--- src/include/ffw_pkg.sv ---
package ffw_pkg;

  // Register indices (no offsets printed; byte address is index times four)
  localparam logic [7:0] IDX_S0_T76 = 8'h00;
  localparam logic [7:0] IDX_S0_T98 = 8'h01;
  localparam logic [7:0] IDX_S0_T10 = 8'h02;
  localparam logic [7:0] IDX_S1_T10 = 8'h03;
  localparam logic [7:0] IDX_S1_T32 = 8'h04;
  localparam logic [7:0] IDX_S1_T54 = 8'h05;
  localparam logic [7:0] IDX_S1_T76 = 8'h06;
  localparam logic [7:0] IDX_S1_T98 = 8'h07;
  localparam logic [7:0] IDX_S1_TAP10 = 8'h08;
  localparam logic [7:0] IDX_WIN_GEOM = 8'h09;

  // Field positions
  localparam int TAP_W = 12;
  localparam int TAP_ODD_LSB = 16;
  localparam int TAP_EVEN_LSB = 0;
  localparam int WIN_H_LSB = 24;
  localparam int WIN_W_LSB = 13;
  localparam int WIN_VC_LSB = 6;
  localparam int WIN_HC_LSB = 0;
  localparam int WIN_CODE_W = 7;
  localparam int WIN_HC_W = 6;

  // Writable masks; everything else reads zero
  localparam logic [31:0] TAP_PAIR_MASK = 32'h0fff_0fff;
  localparam logic [31:0] TAP_SOLO_MASK = 32'h0000_0fff;
  localparam logic [31:0] WIN_MASK = 32'h7f0f_ffff;
  localparam logic [31:0] REG_RESET = 32'h0000_0000;
  localparam logic [31:0] UNMAPPED_DATA = 32'h0000_0000;

  // Decoded window geometry, in pixels or windows
  typedef struct packed {
    logic [8:0] height_px;
    logic [8:0] width_px;
    logic [7:0] vert_count;
    logic [6:0] horz_count;
    logic width_too_small;
    logic horz_count_bad;
  } ffw_geom_t;

  localparam logic [8:0] MIN_WIDTH_PX = 9'h008;
  localparam logic [5:0] HC_CODE_MAX = 6'h23;
  localparam logic [5:0] HC_CODE_MIN = 6'h01;

endpackage

--- src/hw/ffw_reg_cell.sv ---
`timescale 1ns/1ps
// One masked 32-bit configuration register
module ffw_reg_cell #(
  parameter logic [31:0] MASK = 32'hffff_ffff
) (
  input wire logic mclk,
  input wire logic rst_n,
  input wire logic wr_en,
  input wire logic [31:0] wdata,
  output logic [31:0] value
);
  logic [31:0] value_r;
  logic [31:0] value_nxt;

  // Reserved bits never store, so they read zero
  always_comb begin
    value_nxt = value_r;
    if (wr_en) begin
      value_nxt = wdata & MASK;
    end
  end

  // Clears to zero at reset
  always_ff @(posedge mclk or negedge rst_n) begin
    if (!rst_n) begin
      value_r <= ffw_pkg::REG_RESET;
    end else begin
      value_r <= value_nxt;
    end
  end

  assign value = value_r;
endmodule // ffw_reg_cell

--- src/hw/ffw_regs.sv ---
// Chosen here: the plain strobed port and the register addresses.
`timescale 1ns/1ps
module ffw_regs #(
  parameter int ADDR_W = 8
) (
  input wire logic mclk,
  input wire logic nrst,
  input wire logic [ADDR_W-1:0] addr,
  input wire logic [31:0] wdata,
  input wire logic wr_stb,
  input wire logic rd_stb,
  output logic [31:0] rdata,
  output logic [11:0] set0_tap [0:10],
  output logic [11:0] set1_tap [0:10],
  output logic [6:0] window_height_code,
  output logic [6:0] window_width_code,
  output logic [6:0] vertical_window_count,
  output logic [5:0] horizontal_window_count,
  output ffw_pkg::ffw_geom_t geom,
  output logic [4:0] sum_integer_part
);

  ////////////////////////////////////////////////////////////////////////////
  // Parameter check

  // Index field must fit the ten-register map
  initial begin
    if (ADDR_W < 6) begin
      $error("ffw_regs: ADDR_W too small");
    end
    // Word index is held in eight bits, so wider buses would be cut
    if (ADDR_W > 10) begin
      $error("ffw_regs: ADDR_W too large");
    end
  end

  ////////////////////////////////////////////////////////////////////////////
  // Reset release

  logic rst_s1_r; // First stage, read only by second
  logic rst_s2_r; // Synchronised reset
  always_ff @(posedge mclk or negedge nrst) begin
    if (!nrst) begin
      rst_s1_r <= 1'b0;
      rst_s2_r <= 1'b0;
    end else begin
      rst_s1_r <= 1'b1;
      rst_s2_r <= rst_s1_r;
    end
  end

  ////////////////////////////////////////////////////////////////////////////
  // Address decode

  localparam int NREG = 10;
  logic [NREG-1:0] wr_sel; // One-hot write enable
  logic [7:0] idx; // Word index from byte address
  logic hit; // Address maps to a register

  // Byte address to word index; low two bits ignored
  always_comb begin
    idx = 8'h00;
    idx[ADDR_W-3:0] = addr[ADDR_W-1:2];
    hit = (idx <= ffw_pkg::IDX_WIN_GEOM);
    wr_sel = '0;
    if (wr_stb && hit) begin
      wr_sel[idx[3:0]] = 1'b1;
    end
  end

  ////////////////////////////////////////////////////////////////////////////
  // Register cells

  logic [31:0] val [0:NREG-1]; // Stored register contents

  // All ten cells: pair and solo registers of both sets, and the window register
  genvar gi;
  generate
    for (gi = 0; gi < NREG; gi++) begin : g_cell
      localparam logic [31:0] CMASK =
        (gi == 9) ? ffw_pkg::WIN_MASK :
        ((gi == 2) || (gi == 8)) ? ffw_pkg::TAP_SOLO_MASK : ffw_pkg::TAP_PAIR_MASK;
      ffw_reg_cell #(.MASK(CMASK)) u_cell (
        .mclk(mclk),
        .rst_n(rst_s2_r),
        .wr_en(wr_sel[gi]),
        .wdata(wdata),
        .value(val[gi])
      );
    end
  endgenerate

  ////////////////////////////////////////////////////////////////////////////
  // Set 0 taps 0..5 live outside this bank; only 6..10 are stored here

  // Unpack tap fields for the filter datapath
  always_comb begin
    for (int i = 0; i < 11; i++) begin
      set0_tap[i] = 12'h000;
      set1_tap[i] = 12'h000;
    end
    set0_tap[6] = val[0][11:0];
    set0_tap[7] = val[0][27:16];
    set0_tap[8] = val[1][11:0];
    set0_tap[9] = val[1][27:16];
    set0_tap[10] = val[2][11:0];
    for (int i = 0; i < 5; i++) begin
      set1_tap[2*i] = val[3+i][11:0];
      set1_tap[2*i+1] = val[3+i][27:16];
    end
    set1_tap[10] = val[8][11:0];
  end

  ////////////////////////////////////////////////////////////////////////////
  // Fixed-point view

  // Integer part of set 1 tap 10, top bits of the signed tap: five integer bits, seven fraction
  logic signed [11:0] tap_s; // Signed view of one tap
  always_comb begin
    tap_s = signed'(set1_tap[10]);
    sum_integer_part = tap_s[11:7];
  end

  ////////////////////////////////////////////////////////////////////////////
  // Window geometry

  // Field extraction and pixel decode
  always_comb begin
    window_height_code = val[9][30:24];
    window_width_code = val[9][19:13];
    vertical_window_count = val[9][12:6];
    horizontal_window_count = val[9][5:0];
    geom.height_px = ({2'b00, window_height_code} + 9'h001) << 1;
    geom.width_px = ({2'b00, window_width_code} + 9'h001) << 1;
    geom.vert_count = {1'b0, vertical_window_count} + 8'h01;
    geom.horz_count = {1'b0, horizontal_window_count} + 7'h01;
    // Flags only; software owns legality, hardware does not clamp
    geom.width_too_small = (geom.width_px < ffw_pkg::MIN_WIDTH_PX);
    geom.horz_count_bad = (horizontal_window_count > ffw_pkg::HC_CODE_MAX) ||
                          (horizontal_window_count < ffw_pkg::HC_CODE_MIN);
  end

  ////////////////////////////////////////////////////////////////////////////
  // Read path

  logic [31:0] rdata_r; // Read data, valid cycle after strobe
  logic [31:0] rdata_nxt;

  // Unmapped reads return zero; data stands only one cycle
  always_comb begin
    rdata_nxt = 32'h0000_0000;
    if (rd_stb) begin
      rdata_nxt = hit ? val[idx[3:0]] : ffw_pkg::UNMAPPED_DATA;
    end
  end

  // Registered read data
  always_ff @(posedge mclk or negedge rst_s2_r) begin
    if (!rst_s2_r) begin
      rdata_r <= 32'h0000_0000;
    end else begin
      rdata_r <= rdata_nxt;
    end
  end

  assign rdata = rdata_r;

endmodule // ffw_regs

--- config.mk ---
export PLATFORM = sky130hd
export DESIGN_NAME = ffw_regs
export DESIGN_NICKNAME = d
export VERILOG_FILES = /design/src/include/ffw_pkg.sv /design/src/hw/ffw_reg_cell.sv /design/src/hw/ffw_regs.sv
export SDC_FILE = /design/constraint.sdc
export NUM_CORES = 1
export LEC_CHECK = 0
export BUFFER_PORTS_ARGS = -buffer_cell sky130_fd_sc_hd__buf_2
export CAP_MARGIN = 10
export CORE_ASPECT_RATIO = 0.9
export CORE_UTILIZATION = 51
export CTS_CLUSTER_DIAMETER = 150
export CTS_CLUSTER_SIZE = 16
export DETAILED_ROUTE_END_ITERATION = 10
export GPL_TIMING_DRIVEN = 0
export PLACE_DENSITY = 0.8
export SLEW_MARGIN = 10
export SYNTH_ARGS = -nofsm -noshare
export SYNTH_HDL_FRONTEND = slang
export SYNTH_SLANG_ARGS = --single-unit
--- constraint.sdc ---
create_clock -name mclk -period 8.6 [get_ports mclk]
set_clock_uncertainty 0.2 [all_clocks]
set_input_delay 1.29 -clock mclk [delete_from_list [all_inputs] [get_ports mclk]]
set_output_delay 1.29 -clock mclk [all_outputs]
set_load 0.05 [all_outputs]
==> results of run 1 <==
[cell usage in the layout, fill, tap and decap left out, types with 5 or more instances in the layout]
cell type | netlist | layout
nand2_2 | 5 | 5
mux2i_1 | 25 | 25
clkbuf_16 | 0 | 19
clkbuf_1 | 10 | 10
mux4_2 | 12 | 12
nand3_1 | 14 | 14
a211oi_1 | 11 | 11
buf_6 | 5 | 5
ha_1 | 5 | 5
buf_4 | 89 | 89
dfrtp_1 | 252 | 251
conb_1 | 2 | 76
nor2_1 | 16 | 16
and2_1 | 6 | 6
nor3_1 | 19 | 19
mux2_4 | 20 | 20
a221oi_1 | 12 | 12
nand2_1 | 14 | 14
xnor2_1 | 12 | 12
buf_1 | 13 | 13
buf_2 | 23 | 337
o22ai_1 | 23 | 23
and3_1 | 9 | 9
mux2_2 | 212 | 212
inv_1 | 8 | 8
a2111oi_0 | 8 | 8
xor2_1 | 7 | 7
nor2b_1 | 8 | 8
mux2_1 | 35 | 35
[cell type report]
| class | count | area [sq um] | area share [%] |
|---|---|---|---|
| sequential | 252 | 6310 | 42.1 |
| multi-input combinational | 571 | 5150 | 34.4 |
| antenna | 1 | 2.50 | 0.0167 |
| timing repair buffer | 318 | 1670 | 11.2 |
| clock inverter | 1 | 30.0 | 0.200 |
| tap | 302 | 378 | 2.52 |
| clock buffer | 19 | 475 | 3.17 |
| buffer | 141 | 941 | 6.28 |
| inverter | 8 | 30.0 | 0.200 |
[logic make-up (layout without fill, tap and decap cells)]
kind of cell	count (synthesis)	after routing	synth area share [%]
muxes	304	304	29.6
xor gates and xnor gates	19	19	1.37
buffers and inverters	149	487	7.99
and+or+nand+nor	105	105	4.78
adders and majority gates	5	5	0.515
AOI/OAI and AO/OA	62	62	3.73
other	2	77	0.0618
DFF	252	252	51.9
[cell usage after synthesis, types with 2 or more instances]
| cell | count | area [sq um] |
|---|---|---|
| xnor2_1 | 12 | 105 |
| nand3_1 | 14 | 70.1 |
| buf_1 | 13 | 48.8 |
| mux2_2 | 212 | 2390 |
| and2_1 | 6 | 37.5 |
| nor3_1 | 19 | 95.1 |
| mux2_1 | 35 | 394 |
| mux4_2 | 12 | 270 |
| inv_1 | 8 | 30.0 |
| nand2b_1 | 3 | 18.8 |
| nand2_2 | 5 | 31.3 |
| a2111oi_0 | 8 | 70.1 |
| nand2_1 | 14 | 52.6 |
| buf_6 | 5 | 56.3 |
| and3_1 | 9 | 56.3 |
| o22ai_1 | 23 | 144 |
| a221oi_1 | 12 | 105 |
| o21ai_0 | 4 | 20.0 |
| mux2_4 | 20 | 300 |
| xor2_1 | 7 | 61.3 |
| mux2i_1 | 25 | 250 |
| conb_1 | 2 | 7.51 |
| dfrtp_1 | 252 | 6310 |
| nor2_4 | 2 | 22.5 |
| a211oi_1 | 11 | 82.6 |
| buf_4 | 89 | 668 |
| nor2_1 | 16 | 60.1 |
| clkbuf_1 | 10 | 37.5 |
| nor2b_1 | 8 | 50.1 |
| ha_1 | 5 | 62.6 |
| buf_2 | 23 | 115 |
[critical path: cells and delay by family, from the launching register on]
family	cells	cell delay (ps)
muxes	1	360
DFF	1	340
and+or+nand+nor	3	560
buffers and inverters	2	620
[metal layers]
| layer | GRT usage, % | share of wire [%] | wire (microns) | up-vias |
|---|---|---|---|---|
| li1 | - | - | - | 3879 |
| met1 | 39.8 | 44 | 15100 | 4459 |
| met2 | 43.9 | 47 | 16400 | 327 |
| met3 | 3.21 | 5.1 | 1760 | 77 |
| met4 | 10.2 | 3.8 | 1310 | 2 |
| met5 | 0 | 0.038 | 13 | - |
[power breakdown]
group	switching, mW	total, mW	internal [mW]
clock	0.400	0.823	0.423
sequential	0.118	1.44	1.32
combinational	0.867	1.18	0.313
total	1.39	3.44	2.05
[flip-flops by register name, summed over array words and instances, names as in the netlist]
signal               flops
g_cell.u_cell.value    219
rst_s1_r                 1
rdata                   31
rst_s2_r                 1
[worst paths after layout]
check	startpoint	end	cells after the start
setup / recovery	g_cell[9].u_cell.value[15]	geom[1]	6
hold / removal	rst_s1_r	rst_s2_r	0
setup reg to reg	g_cell[9].u_cell.value[10]	rdata[10]	4
hold reg to reg	rst_s1_r	rst_s2_r	0
max in group asynchronous	rst_s2_r	g_cell[2].u_cell.value[9]	2
min in group asynchronous	rst_s2_r	g_cell[6].u_cell.value[24]	0
[metrics by stage]
stage / utilization, % / hold slack [ps] / setup slack [ps] / instances / total power, mW
4_1_cts: 64.2 / 158 / 4680 / 1612 / 3.45
3_5_place_dp: 62.0 / 144 / 5190 / 1592 / 2.63
6_report: 64.2 / 153 / 4730 / 1613 / 3.44
2_1_floorplan: - / 131 / 857 / 972 / 2.34
5_1_grt: 64.2 / 178 / 4610 / 1613 / 3.55
3_3_place_gp: 61.6 / 135 / -1930 / 1588 / 2.61
==> results.py, run 1 <==
metrics = {
    "synthesis": {
        "synth_seq_cells": 252,
        "avgSynthCellArea_sq_um": 13.5,
        "ys_types": 45,
        "syn_inst": 898,
        "yosysSeqAreaShare_pct": 51.9,
        "synth-edff-count": 0,
        "syn_area_sq_um": 12100,
        "synth_ff_type": "dfrtp_1",
        "synthArstFlopShare_pct": 100,
        "synth_warnings": 0,
    },
    "clock_tree": {
        "clock-root-buffer": "clkbuf_16",
        "cts-resized-gates": 0,
        "cts_buffers": 19,
        "postCtsHoldBufs": 0,
        "clock-sinks": 252,
        "post_cts_buffers": 0,
        "clk_latency_ps": 500,
        "htree_levels": 1,
        "clk_path_buf_depth": 3,
        "clkTransAtPathRegs_ps": 70,
        "cts_tree": "done",
    },
    "timing": {
        "relSlewSlack_pct": 50.9,
        "rsz0062_at_grt": "no",
        "max_freq_ghz": 0.258,
        "finalSetupTns_ps": 0,
        "final_max_slew_viol_count": 0,
        "hold_viol_final": 0,
        "setup-violations-final": 0,
        "worstMarginPinSlew_ps": 718,
        "post-route-period-util_pct": 45.0,
        "final.min_clock_period_ps": 3870,
    },
    "global_route": {
        "grt_pass1_vias": 8429,
        "grt_max_degree": 65,
        "antenna_found_initial": 2,
        "grtUsageTotal_pct": 27.9,
        "grt-ovfl-total": 0,
        "grt_pass1_wl_microns": 51400,
    },
    "floorplan": {
        "start_util_pct": 52.0,
        "die_area_sq_um": 24400,
        "fp-row-count": 53,
        "die_h_microns": 148,
        "core_area_sq_um": 23300,
        "die_x_microns": 165,
        "ios": 407,
    },
    "setup_path": {
        "crit_slowest_cell": "mux2_2",
        "cp-end-kind": "output pin",
        "worstPathCellList": "clkbuf_1 > nand2_1 > nor2_1 > mux2_2 > nor3_1 > buf_2",
        "rrSetupSlack_ps": 6870,
        "worstPathRequired_ps": 7110,
        "worst-setup-path-type": "reg2out",
        "arrival_ps": 2380,
        "cpPeakStageDelay_ps": 360,
        "cp-start-kind": "flip-flop",
        "crit_path_max_fanout": 8,
    },
    "placement": {
        "io_buffer_count": 314,
        "gp_congestion": 0.892,
        "dp_hpwl_microns": 26600,
        "placedInstanceArea_sq_um": 14500,
    },
    "route": {
        "viasPerCell": 5.42,
        "vias": 8744,
        "drt_iter0_drc": 463,
        "drc": 0,
        "routedWlPerCell_microns": 21.5,
        "first_pass_iters": 5,
        "drt-total-wl_microns": 34700,
        "final_antenna_net_count": 0,
    },
    "flow_run": {
        "max_cap_viol_count": 0,
    },
    "power_and_ir_drop": {
        "peakVddDrop_v": 0.000166,
        "cellLeakagePower_nw": 8.27,
        "power.density_nw_per_um2": 229,
    },
    "cells_and_area": {
        "drive_gt1_share_pct": 54.6,
        "syn_to_final_growth_pct": 23.4,
        "final_area_sq_um": 15000,
        "fill_cells": 1823,
        "fin_nets": 1360,
    },
    "outcome": {
        "status": "completed",
    },
    "min_path": {
        "hold_class": "reg2reg",
    },
}
Power figures use the tool's default switching activity.
==> run 2, diff against run 1 <==
==> constraint.sdc (replaced) <==
create_clock -name mclk -period 3.7 [get_ports mclk]
set_clock_uncertainty 0.2 [all_clocks]
set_input_delay 0.555 -clock mclk [delete_from_list [all_inputs] [get_ports mclk]]
set_output_delay 0.555 -clock mclk [all_outputs]
set_load 0.05 [all_outputs]
==> run 2 against run 1 <==
  * Sequential share of layout area decreased by 0.060 points
  * Core utilization grew 0.091 points
  * Register-to-register slack lost 5000 ps
  * Routed wire length is 0.25% higher
  * Global-route usage grew 0.36 points
  * Highest routed layer unchanged
  * Count of clock-buffer cells in the layout unchanged
  * Worst hold slack lost 67 ps
  * Design area increased by 0.14%
  * Critical endpoint unchanged
  * Power is 130% higher
  * Combinational power rose by 130%
  * Worst setup slack got worse by 4100 ps
==> results.py, run 2 (synthesized netlist as in run 1, its figures left out) <==
metrics = {
    "route": {
        "drt-total-wl_microns": 34700,
        "viasPerCell": 5.39,
        "first_pass_iters": 6,
        "drt_iter0_drc": 510,
        "drc": 0,
        "vias": 8711,
        "top_layer": "met5",
        "wl_met1_microns": 15100,
        "wl_met3_microns": 2070,
        "routedWlPerCell_microns": 21.5,
        "final_antenna_net_count": 0,
        "wl_met2_microns": 15600,
    },
    "floorplan": {
        "ios": 407,
        "die_x_microns": 165,
        "fp-row-count": 53,
        "start_util_pct": 52.0,
        "core_area_sq_um": 23300,
        "die_area_sq_um": 24400,
        "die_h_microns": 148,
    },
    "clock_tree": {
        "clk_latency_ps": 510,
        "htree_levels": 1,
        "post_cts_buffers": 0,
        "cts_tree": "done",
        "clock-root-buffer": "clkbuf_16",
        "clkTransAtPathRegs_ps": 70,
        "clk_path_buf_depth": 3,
        "clock-sinks": 252,
        "cts_buffers": 19,
    },
    "power_and_ir_drop": {
        "cellLeakagePower_nw": 8.28,
        "peakVddDrop_v": 0.000356,
        "power.total_mw": 8.02,
        "power.density_nw_per_um2": 534,
    },
    "placement": {
        "placedInstanceArea_sq_um": 14500,
        "placed_cells": 1592,
        "dp_hpwl_microns": 26300,
        "gp_congestion": 0.909,
        "io_buffer_count": 314,
        "preCtsSetupSlack_ps": 1100,
    },
    "timing": {
        "setup-violations-final": 0,
        "setup_slack_ps": 644,
        "finalSetupTns_ps": 0,
        "hold_viol_final": 0,
        "final.min_clock_period_ps": 3060,
        "post-route-period-util_pct": 82.6,
        "finalHoldWorstSlack_ps": 85.2,
        "relSlewSlack_pct": 55.6,
        "final_max_slew_viol_count": 0,
        "rsz0062_at_grt": "no",
        "worstMarginPinSlew_ps": 649,
        "max_freq_ghz": 0.327,
    },
    "cells_and_area": {
        "fill_cells": 1858,
        "syn_to_final_growth_pct": 23.6,
        "final_common_cell": "buf_2",
        "utilization_pct": 64.3,
        "fin_nets": 1361,
        "final-seq-area_sq_um": 6310,
        "layout_common_cells": "buf_2 (337), dfrtp_1 (251), mux2_2 (212)",
        "multi_input_area_sq_um": 5150,
        "drive_gt1_share_pct": 54.6,
        "largest_reg_flops": 219,
        "final_area_sq_um": 15000,
        "finalNonFillerCells": 1616,
    },
    "global_route": {
        "grtUsageTotal_pct": 28.2,
        "grt_pass1_vias": 8434,
        "antenna_found_initial": 3,
        "grt_pass1_wl_microns": 51500,
        "grt-ovfl-total": 0,
        "grt_max_degree": 60,
    },
    "flow_run": {
        "max_cap_viol_count": 0,
    },
    "setup_path": {
        "arrival_ps": 2300,
        "path_delay_family": "compound AO/OA/AOI/OAI gates",
        "crit_slowest_cell": "dfrtp_1",
        "worst-setup-path-type": "reg2out",
        "worstPathRequired_ps": 2940,
        "cp-end-kind": "output pin",
        "cpPeakStageDelay_ps": 480,
        "cp-start-kind": "flip-flop",
        "crit_buf_inv": 1,
        "crit_path_max_fanout": 7,
        "worstPathCellList": "ha_1 > a21boi_0 > a21oi_1 > o32a_1 > nor3_1 > buf_2",
    },
    "outcome": {
        "status": "completed",
    },
    "min_path": {
        "hold_class": "in2reg",
    },
}
==> run 2: cell types whose count changed in the layout (fill, tap and decap cells not counted), sizes merged <==
cell and change:
dlygate4sd3 +1, inv +1, diode +1
==> run 2: what timing repair did <==
item / in CTS / in global routing
hold endpoints to repair: 2 / 0
hold buffers: 1 / 0
gates resized for setup: 0 / 0
==> run 2: area by class of cell <==
cell class | instances | area share [%]
Buffer | 141 | 6.27
Inverter | 8 | 0.200
Antenna cell | 2 | 0.0333
Timing Repair Buffer | 319 | 11.2
Clock buffer | 19 | 3.17
Tap cell | 302 | 2.52
Multi-Input combinational cell | 571 | 34.3
Sequential cell | 252 | 42.0
Clock inverter | 2 | 0.258
==> run 2: final timing paths <==
kind                                            start                          to  slack, ps  cells past startpoint
min                                         wdata[14]  g_cell[9].u_cell.value[14]         90                      2
max reg2reg                                  rst_s2_r                   rdata[15]       1880                      3
max                        g_cell[9].u_cell.value[13]                     geom[1]        640                      6
min reg2reg                                  rst_s2_r  g_cell[7].u_cell.value[23]        130                      0
max in group asynchronous                    rst_s2_r                   rdata[15]       1880                      3
min in group asynchronous                    rst_s2_r  g_cell[7].u_cell.value[23]        130                      0
==> run 2: power breakdown <==
| group | total (mW) | internal, mW | switching (mW) |
|---|---|---|---|
| Clock | 1.94 | 0.988 | 0.955 |
| Combinational | 2.74 | 0.727 | 2.01 |
| Sequential | 3.33 | 3.06 | 0.271 |
==> run 2: layer usage <==
layer  vias up  track usage [%]
met2       353             42.5
li1       3887                -
met4         2             14.1
met1      4363             39.6
met5         -                0
met3       106             4.52
==> run 3, diff against run 2 <==
==> constraint.sdc (replaced) <==
create_clock -name mclk -period 2.9 [get_ports mclk]
set_clock_uncertainty 0.2 [all_clocks]
set_input_delay 0.435 -clock mclk [delete_from_list [all_inputs] [get_ports mclk]]
set_output_delay 0.435 -clock mclk [all_outputs]
set_load 0.05 [all_outputs]
==> run 3 against run 2 <==
  * Critical path depth decreased by 1
  * Register-to-register slack got worse by 720 ps
  * Highest routed layer is now met4
  * Critical path type unchanged
  * Count of clock-buffer cells in the layout increased by 1
  * Cell count increased by 0.43%
  * Power increased by 27%
  * Routed wire length increased by 0.47%
==> results.py, run 3 (synthesized netlist as in run 1, its figures left out) <==
metrics = {
    "outcome": {
        "status": "completed",
    },
    "global_route": {
        "grt_pass1_vias": 8534,
        "grtUsageTotal_pct": 28.2,
        "grt_pass1_wl_microns": 51700,
        "antenna_found_initial": 3,
        "grt_max_degree": 63,
        "grt-ovfl-total": 0,
    },
    "setup_path": {
        "worst-setup-path-type": "reg2out",
        "cp-end-kind": "output pin",
        "worstPathRequired_ps": 2270,
        "cpPeakStageDelay_ps": 440,
        "crit_slowest_cell": "dfrtp_2",
        "arrival_ps": 2130,
        "crit_buf_inv": 1,
        "rrSetupSlack_ps": 1160,
        "path_delay_family": "simple AND/OR/NAND/NOR gates",
        "worstPathCellList": "ha_2 > nand3_1 > or3_1 > xnor2_2 > buf_2",
        "cp-start-kind": "flip-flop",
        "crit_path_max_fanout": 7,
    },
    "clock_tree": {
        "clock-sinks": 252,
        "clock-root-buffer": "clkbuf_16",
        "clkTransAtPathRegs_ps": 70,
        "htree_levels": 1,
        "cts_buffers": 19,
        "cts_tree": "done",
        "clk_latency_ps": 500,
        "clk_path_buf_depth": 3,
    },
    "floorplan": {
        "die_area_sq_um": 24400,
        "die_x_microns": 165,
        "fp-row-count": 53,
        "start_util_pct": 52.0,
        "ios": 407,
        "die_h_microns": 148,
        "core_area_sq_um": 23300,
    },
    "placement": {
        "dp_hpwl_microns": 26500,
        "io_buffer_count": 314,
        "placed_cells": 1592,
        "gp_congestion": 0.893,
    },
    "power_and_ir_drop": {
        "power.total_mw": 10.2,
        "cellLeakagePower_nw": 8.31,
        "peakVddDrop_v": 0.000456,
        "power.density_nw_per_um2": 676,
    },
    "route": {
        "routedWlPerCell_microns": 21.5,
        "drt-total-wl_microns": 34900,
        "drt_iter0_drc": 491,
        "viasPerCell": 5.40,
        "first_pass_iters": 5,
        "vias": 8768,
        "final_antenna_net_count": 0,
        "drc": 0,
    },
    "timing": {
        "finalHoldWorstSlack_ps": 55.9,
        "worstMarginPinSlew_ps": 809,
        "relSlewSlack_pct": 44.7,
        "max_freq_ghz": 0.362,
        "final_max_slew_viol_count": 0,
        "hold_viol_final": 0,
        "rsz0062_at_grt": "no",
        "final.min_clock_period_ps": 2760,
        "setup-violations-final": 0,
        "post-route-period-util_pct": 95.3,
    },
    "min_path": {
        "hold_class": "in2async",
    },
    "cells_and_area": {
        "utilization_pct": 64.7,
        "largest_reg_flops": 219,
        "layout_common_cells": "buf_2 (336), dfrtp_1 (248), mux2_2 (212)",
        "final_common_cell": "buf_2",
        "finalNonFillerCells": 1623,
        "drive_gt1_share_pct": 54.7,
        "syn_to_final_growth_pct": 24.3,
        "fin_nets": 1367,
    },
    "flow_run": {
        "max_cap_viol_count": 0,
    },
}
run 3: layout make-up:
cell class	instances	area, sq um
tap	302	378
multi-input combinational	571	5160
antenna	3	7.51
fill	1791	8240
clock inverter	1	30.0
timing repair buffer	326	1760
inverter	8	30.0
sequential	252	6310
clock buffer	20	479
buffer	140	937
run 3: path summary, 6_finish.rpt:
path	start	to	cells past startpoint
worst max-delay path	g_cell[9].u_cell.value[14]	geom[24]	5
worst min-delay path	nrst	rst_s2_r	2
worst max register to register	g_cell[7].u_cell.value[16]	rdata[16]	3
worst min register to register	rst_s2_r	g_cell[5].u_cell.value[21]	0
max in group asynchronous	rst_s2_r	g_cell[9].u_cell.value[17]	2
min in group mclk	wdata[22]	g_cell[3].u_cell.value[22]	2
run 3: report_power, final:
part | internal [mW] | switching (mW) | total [mW]
Clock | 1.26 | 1.18 | 2.44
Sequential | 3.91 | 0.352 | 4.26
Combinational | 0.939 | 2.57 | 3.51
Total | 6.11 | 4.11 | 10.2
run 3: per-stage QoR:
step	setup WS (ps)	TNS (ps)	area (sq um)
floorplan	77.6	0	12400
global placement	-747	-181910	14400
detailed placement	260	0	14500
CTS	6.16	0	15100
global route	2.46	0	15100
finish	137	0	15100
run 3: what timing repair did:
action	4_1_cts	5_1_grt
pin swaps	0	0
hold endpoints to repair	9	0
buffers inserted	0	0
hold buffers	8	0
gates resized for setup	1	4
setup endpoints to repair	1	2
run 3: routing by layer:
metal	vias up	GRT usage, %	wire length [microns]
met2	336	43.8	16100
met5	-	0	0
met1	4447	39.7	15200
li1	3901	-	-
met3	84	3.65	1910
met4	0	12.8	1690
